--- src/rtl/fpu_ctx_pkg.sv ---
`default_nettype none
package fpu_ctx_pkg;
	// ****************************************
	// Context handling and arithmetic modes
	// ****************************************
	typedef enum logic [1:0] {CTX_NONE, CTX_ALWAYS, CTX_LAZY} ctx_mode_e;
	typedef enum logic [1:0] {RND_NEAREST, RND_POS_INF, RND_NEG_INF, RND_ZERO} rnd_mode_e;

	typedef struct packed {
		logic half_alt;
		logic nan_default;
		logic flush_zero;
		rnd_mode_e rounding;
	} arith_mode_s;

	// Exception bits: underflow, overflow, div0, invalid, input denormal, inexact
	localparam int EXC_W = 6;
	typedef logic [EXC_W-1:0] exc_t;

	localparam logic RST_FPU_EN = 1'b0;
	localparam ctx_mode_e RST_CTX_MODE = CTX_LAZY;
	localparam arith_mode_s RST_ARITH = '{half_alt: 1'b0, nan_default: 1'b0,
		flush_zero: 1'b0, rounding: RND_NEAREST};
	localparam exc_t RST_EXC_EN = 6'h00;

	localparam logic [4:0] FRAME_INT_WORDS = 5'h08;
	localparam logic [4:0] FRAME_FP_WORDS = 5'h1A;
endpackage
`default_nettype wire

--- src/rtl/fpu_ctx_ctrl.sv ---
`default_nettype none
// How it works
// [RL1] The unit leaves reset disabled and software enables it.
// [RL2] A floating-point issue while disabled is dropped and raises a coprocessor_absent_fault.
// [RL3] Context handling selects none, always-save or lazy save.
// [RL4] With no saving the frame is the eight integer words only.
// [RL5] Always-save writes the floating-point context on every interrupt entry.
// [RL6] Lazy handling is selected after reset.
// [RL7] Lazy entry reserves the space but writes only integer state.
// [RL8] In lazy mode the first handler floating-point issue fills the space before it executes.
// [RL9] Lazy return reloads the context only if it was written in that handler.
// [RL10] Six arithmetic exceptions are detected as interrupt sources.
// [RL11] Each exception interrupt is enabled on its own; disabled ones raise nothing.
// [RL12] Half format, NaN handling, flush-to-zero and rounding are adjustable settings.
// [RL13] Full stacking enlarges the frame from eight to twenty-six words.
// [RL14] Rounding offers four choices with nearest as reset default.
// [RL15] Reset leaves flush-to-zero off, NaNs propagating and IEEE half format.
// [RL16] All control bits are software writable and reset to defaults.
// [RL17] Each exception sets a sticky flag until software clears it, enabled or not.
module fpu_ctx_ctrl
	import fpu_ctx_pkg::*;
(
	input wire logic i_mclk,
	input wire logic i_rst,
	input wire logic i_ce,
	input wire logic i_cfg_we,
	input wire logic i_fpu_en,
	input wire ctx_mode_e i_ctx_mode,
	input wire arith_mode_s i_arith,
	input wire exc_t i_exc_en,
	input wire exc_t i_exc_clr,
	input wire logic i_fp_issue,
	input wire logic i_save_done,
	input wire logic i_irq_entry,
	input wire logic i_irq_return,
	input wire exc_t i_exc_event,
	output logic o_fpu_en,
	output ctx_mode_e o_ctx_mode,
	output arith_mode_s o_arith,
	output exc_t o_exc_en,
	output exc_t o_exc_flags,
	output logic o_exc_irq,
	output logic o_fp_exec,
	output logic o_coprocessor_absent_fault,
	output logic o_fp_stall,
	output logic o_save_req,
	output logic o_restore_req,
	output logic [4:0] o_frame_words,
	output logic o_entry_fp_write
);
	// ****************************************
	// Control bits
	// ****************************************
	always_ff @(posedge i_mclk or posedge i_rst) begin
		if (i_rst) begin
			o_fpu_en <= RST_FPU_EN; // see [RL1]
			o_ctx_mode <= RST_CTX_MODE; // see [RL6]
			o_arith <= RST_ARITH; // see [RL14] see [RL15]
			o_exc_en <= RST_EXC_EN;
		end else if (i_ce && i_cfg_we) begin
			o_fpu_en <= i_fpu_en; // see [RL16]
			// Unused code falls back to lazy so a bad write cannot disable saving
			o_ctx_mode <= (i_ctx_mode == 2'h3) ? CTX_LAZY : i_ctx_mode; // see [RL3]
			o_arith <= i_arith; // see [RL12]
			o_exc_en <= i_exc_en; // see [RL11]
		end
	end

	// ****************************************
	// Issue gating and lazy state
	// ****************************************
	logic lazy_pend_r;
	logic lazy_saved_r;
	logic lazy_go;
	assign lazy_go = o_fpu_en && i_fp_issue && lazy_pend_r;

	always_ff @(posedge i_mclk or posedge i_rst) begin
		if (i_rst) begin
			o_fp_exec <= 1'b0;
			o_coprocessor_absent_fault <= 1'b0;
		end else if (i_ce) begin
			o_coprocessor_absent_fault <= i_fp_issue && !o_fpu_en; // see [RL2]
			// Held back while the reserved frame is filled
			o_fp_exec <= o_fpu_en && i_fp_issue && !lazy_pend_r && !o_fp_stall; // see [RL8]
		end
	end

	always_ff @(posedge i_mclk or posedge i_rst) begin
		if (i_rst) begin
			lazy_pend_r <= 1'b0;
			lazy_saved_r <= 1'b0;
			o_fp_stall <= 1'b0;
			o_save_req <= 1'b0;
		end else if (i_ce) begin
			o_save_req <= 1'b0;
			if (i_irq_entry) begin
				lazy_pend_r <= (o_ctx_mode == CTX_LAZY); // see [RL7]
				lazy_saved_r <= 1'b0;
			end else if (lazy_go && !o_fp_stall) begin
				o_fp_stall <= 1'b1; // see [RL8]
				o_save_req <= 1'b1;
			end else if (o_fp_stall && i_save_done) begin
				o_fp_stall <= 1'b0;
				lazy_pend_r <= 1'b0;
				lazy_saved_r <= 1'b1; // see [RL9]
			end else if (i_irq_return) begin
				lazy_pend_r <= 1'b0;
				lazy_saved_r <= 1'b0;
			end
		end
	end

	// ****************************************
	// Entry frame and return restore
	// ****************************************
	always_ff @(posedge i_mclk or posedge i_rst) begin
		if (i_rst) begin
			o_frame_words <= FRAME_INT_WORDS;
			o_entry_fp_write <= 1'b0;
			o_restore_req <= 1'b0;
		end else if (i_ce) begin
			o_entry_fp_write <= i_irq_entry && o_ctx_mode == CTX_ALWAYS; // see [RL5]
			o_restore_req <= i_irq_return && (o_ctx_mode == CTX_ALWAYS ||
				(o_ctx_mode == CTX_LAZY && lazy_saved_r)); // see [RL9]
			if (i_irq_entry)
				o_frame_words <= (o_ctx_mode == CTX_NONE) ? FRAME_INT_WORDS
					: FRAME_FP_WORDS; // see [RL4] see [RL13]
		end
	end

	// ****************************************
	// Exception flags and interrupt
	// ****************************************
	always_ff @(posedge i_mclk or posedge i_rst) begin
		if (i_rst) begin
			o_exc_flags <= '0;
			o_exc_irq <= 1'b0;
		end else if (i_ce) begin
			// Set wins over a clear in the same cycle
			o_exc_flags <= (o_exc_flags & ~i_exc_clr) | i_exc_event; // see [RL10] see [RL17]
			o_exc_irq <= |(((o_exc_flags & ~i_exc_clr) | i_exc_event) & o_exc_en); // see [RL11]
		end
	end
endmodule
`default_nettype wire

--- config.mk ---
export PLATFORM = sky130hd
export DESIGN_NAME = fpu_ctx_ctrl
export DESIGN_NICKNAME = d
export VERILOG_FILES = /design/src/rtl/fpu_ctx_pkg.sv /design/src/rtl/fpu_ctx_ctrl.sv
export SDC_FILE = /design/constraint.sdc
export NUM_CORES = 1
export LEC_CHECK = 0
export BUFFER_PORTS_ARGS = -buffer_cell sky130_fd_sc_hd__buf_2
export CAP_MARGIN = 20
export CORE_MARGIN = 2
export CORE_UTILIZATION = 41
export DETAILED_ROUTE_END_ITERATION = 8
export PLACE_DENSITY_LB_ADDON = 0.12
export SETUP_SLACK_MARGIN = 0.15
export SLEW_MARGIN = 20
export SYNTH_ARGS = -nofsm -noshare
export SYNTH_HDL_FRONTEND = slang
export SYNTH_SLANG_ARGS = --single-unit
export TNS_END_PERCENT = 1
--- constraint.sdc ---
create_clock -name i_mclk -period 0.95 [get_ports i_mclk]
set_input_delay 0.095 -clock i_mclk [delete_from_list [all_inputs] [get_ports i_mclk]]
set_output_delay 0.095 -clock i_mclk [all_outputs]
set_load 0.02 [all_outputs]
; Yosys cells after proc, flatten, opt, wreduce, memory -nomap -nowiden
; Index checks and enable logic that the tools add are counted.
[word_totals]
reg_bits = 34
in_bits = 34
out_inout_bits = 32
word_cells = 62
[op_classes]
eq_ne = 4
n_mux = 13
bitwise = 5
n_reduce_logical = 22
[ops]
columns = cell, count
row1 = 6-bit bitwise AND, 2
row2 = 1-bit logical AND, 11
row3 = 1-bit 2-to-1 mux, 11
row4 = 6-bit inverter, 1
row5 = 6-bit OR, 1
row6 = 3-bit AND reduction, 2
row7 = 6-bit OR reduction, 1
row8 = 5-bit 2-to-1 mux, 1
row9 = "2-bit == test, second input constant", 2
row10 = 1-bit zero test, 3
row11 = 3-bit nonzero test, 1
row12 = "2-bit by 1-bit == test with 1-bit output, second input constant", 1
row13 = 2-bit zero test, 1
row14 = 2-bit 2-to-1 mux, 1
row15 = "2-bit inequality test, second input constant", 1
row16 = 2-bit AND reduction, 1
row17 = 2-bit nonzero test, 1
row18 = 1-bit logical OR, 1
row19 = 1-bit inverter, 1

; Longest topological paths before layout
[logic_depth]
word_depth = 5
depth_mapped = 4
depth_no_buf = 4

; Worst setup path before layout
; No wires, ideal clock.
[synth_path]
path_type = register to register
startpoint = register o_fp_stall
endpoint = register o_save_req
setup_time_ns = 0.083
arrival_ns = 1.081
required_time_ns = 0.867
slack_ns = -0.214
path_stages_with_launch = 4
path_buffers = 0
period_less_slack_ns = 1.164
path_cell_list = dfrtp_1 nand4b_1 or3_1 o21ai_0
[synth_via]
elab_chain_cells = 4
[synth_lines]
columns = element, line_no
row1 = start: declaration, fpu_ctx_ctrl.sv:45  ; output logic o_fp_stall,
row2 = start signal: assignment, fpu_ctx_ctrl.sv:92  ; o_fp_stall <= 1'b0;
row3 = start signal: assignment, fpu_ctx_ctrl.sv:100  ; o_fp_stall <= 1'b1;
row4 = start signal: assignment, fpu_ctx_ctrl.sv:103  ; o_fp_stall <= 1'b0;
row5 = 1-bit zero test, fpu_ctx_ctrl.sv:99  ; end else if (lazy_go && !o_fp_stall) begin
row6 = 1-bit logical AND, fpu_ctx_ctrl.sv:99
row7 = 1-bit 2-to-1 mux, fpu_ctx_ctrl.sv:99
row8 = 1-bit 2-to-1 mux, fpu_ctx_ctrl.sv:96  ; if (i_irq_entry) begin
row9 = end signal: assignment, fpu_ctx_ctrl.sv:93  ; o_save_req <= 1'b0;
row10 = end signal: assignment, fpu_ctx_ctrl.sv:95  ; o_save_req <= 1'b0;
row11 = end signal: assignment, fpu_ctx_ctrl.sv:101  ; o_save_req <= 1'b1;
row12 = end: declaration, fpu_ctx_ctrl.sv:46  ; output logic o_save_req,
; Every way passes these cells.
; A chain may end at the register's enable or synchronous reset.

; Final worst setup path
[layout_path]
startpoint = register o_ctx_mode[1]
endpoint = output o_ctx_mode[1]
[layout_lines]
columns = element, line_no
row1 = start: declaration, fpu_ctx_ctrl.sv:38  ; output ctx_mode_e o_ctx_mode,
row2 = start signal: assignment, fpu_ctx_ctrl.sv:63  ; o_ctx_mode <= (i_ctx_mode == 2'h3) ? CTX_LAZY : i_ctx_mode;
; No word-level cell between the ends.

==> results_dict.tcl <==
set metrics [dict create \
    firstDrtPassIters 4 \
    hold_path_startpoint "i_exc_event[4]" \
    maxSlewViolCount 0 \
    powerDensity_nw_per_um2 1580 \
    dp_hpwl_um 2300 \
    reg2reg_depth 3 \
    netlist_instances 117 \
    clock_path_buffers 2 \
    syn-cell-area_um2 1350 \
    synth_compound_area_share_pct 13.1 \
    utilization_pct 70.3 \
    numCtsBuffers 5 \
    grt.overflow.total 0 \
    hold_slack_ns 0.0130 \
    critical_path_class "flip-flop to output pin" \
    yosysTopAreaCellShare_pct 53.8 \
    ys_top_cells_by_area "dfrtp_1 54%, mux2_4 8.9%, nand2_1 5.0%" \
    final_cell_count_no_fill 260 \
    ios 66 \
    place_congestion 0.838 \
    min_to "o_exc_flags[4]" \
    areaGrowthSynthToFinish_pct 61.8 \
    yosysSeqAreaShare_pct 55.8 \
    h-tree-depth 2 \
    core_um2 3100 \
    clk_latency_ns 0.33 \
    drc 0 \
    crit_fanout 2 \
    violations "negative setup slack" \
    grt_antenna_before_repair 0 \
    fmax_mhz 855 \
    hold_viol 0 \
    rows 20 \
    cpMostUsedCell "buf_6" \
    cts.sinks 30 \
    die_y_um 61.4 \
    regToRegSetupSlack_ns -0.17 \
    vias_per_cell 4.69 \
    vdd_drop_max_mv 1.01 \
    skew_ns 0.0106 \
    synthSimpleGateAreaFrac_pct 12.7 \
    nNetsFinal 249 \
    wirelength_um 3340 \
    synth_area_leader_cell "dfrtp_1" \
    r2r-end "o_save_req" \
    status "finished, violations left" \
    ys_types 30 \
    layout_common_cells "52 x buf_2, 27 x dfrtp_1, 18 x buf_6" \
    initial_utilization_pct 43.5 \
    syn_area_per_cell_um2 11.5 \
    total_power_uw 3450 \
    period_minus_slack_ns 1.17 \
    cts_tree "done" \
    synth_seq_cells 30 \
    grt.total_usage_pct 19.4 \
    antenna_cells 0 \
    cpPeakStageDelay_ns 0.55 \
    place_inst 235 \
    worst_slack_ns -0.219 \
    num_vias 1219 \
    yosys_warnings 0 \
    grt_pass1_wl_um 5180 \
    wl_per_cell_um 12.9 \
    p_leak_uw 0.00111 \
    crit_path_start_kind "flip-flop" \
    dieWidth_um 61.4 \
    cp_slowest_cell "dfstp_2" \
    hold_class "input pin to flip-flop" \
    drtIter0Drc 32 \
    end_kind "output pin" \
    cts_root_buf "clkbuf_4" \
    finalCritPeriodShare_pct 123 \
    drive_gt1_share_pct 51.4 \
    cp_cell_sequence "buf_6, buf_6" \
    critPathArrivalTime_ns 1.07 \
    synth_fa_ha_area_share_pct 0 \
    port_buffers 62 \
    final_area_um2 2180 \
    grt_max_degree 31 \
    detail-route-antenna-nets 0 \
    yosys.area_share.xor_xnor_pct 0 \
    dieArea_um2 3760 \
    maxCapViolCount 0 \
    path_clk_slew_ns 0.10 \
    layout_commonest_cell "buf_2" \
    cp_data_required_time_ns 0.85 \
    holdPathStages 2 \
    synth.area.mux_share_pct 13.1 \
    rsz0062_at_grt "yes" \
    rr_startpoint "o_fp_stall" \
    synth_top_family_by_area "compound AO/OA/AOI/OAI gates" \
    placed_area_um2 1850 \
    final-setup-viol-count 36 \
    grt_pass1_vias 1180 \
]
[where the power goes]
part	total [µW]	switching (µW)	internal, µW	leakage [µW]
sequential	1560	112	1450	0.000359
clock	727	446	281	0.0000320
combinational	1170	548	617	0.000715
[cell usage after synthesis]
master,n
inv_1,3
buf_4,4
dfstp_2,1
nor2_1,2
o22a_1,1
dfrtp_1,29
o41ai_1,1
nand2_2,1
or3_1,1
o311ai_1,1
buf_6,1
mux2_2,5
nor2b_1,6
mux2_4,8
nand3_1,2
nand2b_1,1
a21o_1,1
o2bb2ai_1,2
conb_1,2
a21oi_1,2
o21ai_0,11
nand4b_1,1
inv_2,1
o31ai_1,1
buf_2,1
nand3b_1,2
a22o_1,6
nand4_1,1
nand2_1,18
clkbuf_1,1
[state kept, by name (all words and copies together) (netlist names)]
register	cells
lazy_pend_r	1
lazy_saved_r	1
o_arith	5
o_coprocessor_absent_fault	1
o_ctx_mode	2
o_entry_fp_write	1
o_exc_en	6
o_exc_flags	6
o_exc_irq	1
o_fp_exec	1
o_fp_stall	1
o_fpu_en	1
o_frame_words	1
o_restore_req	1
o_save_req	1
[per-layer routing]
metal	vias to the layer above	wire length, µm	part of all wire (%)	track usage (%)
met5	-	0	0	0
met1	578	1340	40	22.8
li1	599	-	-	-
met2	35	1800	54	33.4
met4	0	54	1.6	8.51
met3	7	143	4.3	5.25
[metrics by stage]
stage | setup TNS, ns | worst slack [ns]
2_1_floorplan | -0.736 | -0.183
3_3_place_gp | -0.438 | -0.133
3_5_place_dp | -0.597 | -0.158
4_1_cts | -2.99 | -0.230
5_1_grt | -4.32 | -0.258
6_report | -2.52 | -0.219
[kinds of logic after synthesis]
| kind of cell | Yosys count |
|---|---|
| simple gates | 35 |
| flops | 30 |
| compound gates | 26 |
| mux | 13 |
| buf+inv | 11 |
| other cells | 2 |
[repair_timing]
action                                 CTS  global route
setup endpoints to repair               46            49
buffers inserted                         2             0
pin swaps                                3             4
endpoints found under the hold margin   43             1
resized for setup                       32             9
hold buffers                            14             1
[worst max path at each step]
stage	startpoint	to	slack [ns]
final	o_ctx_mode[1]	o_ctx_mode[1]	-0.22
after global routing	o_ctx_mode[1]	o_ctx_mode[1]	-0.26
after CTS	o_ctx_mode[1]	o_ctx_mode[1]	-0.23
after detailed placement	o_exc_flags[3]	o_exc_irq	-0.16
after global placement	o_exc_flags[3]	o_exc_irq	-0.13
after floorplan	o_fp_stall	o_save_req	-0.18
[critical path: cells and delay by family (launching register included)]
kind                   cells  cell delay (ns)
buffers and inverters      2             0.19
flip-flops                 1             0.55
[layout make-up]
cell class              instances  area (µm²)
clock inverters                 2        10.0
well taps                      44        55.1
flip-flops and latches         30         754
clock buffers                   6        41.3
repair buffers                 97         753
multi-input cells              77         553
inverters                       4        15.0
fillers                       260         921
No activity file was read; power rests on OpenSTA's default activity.
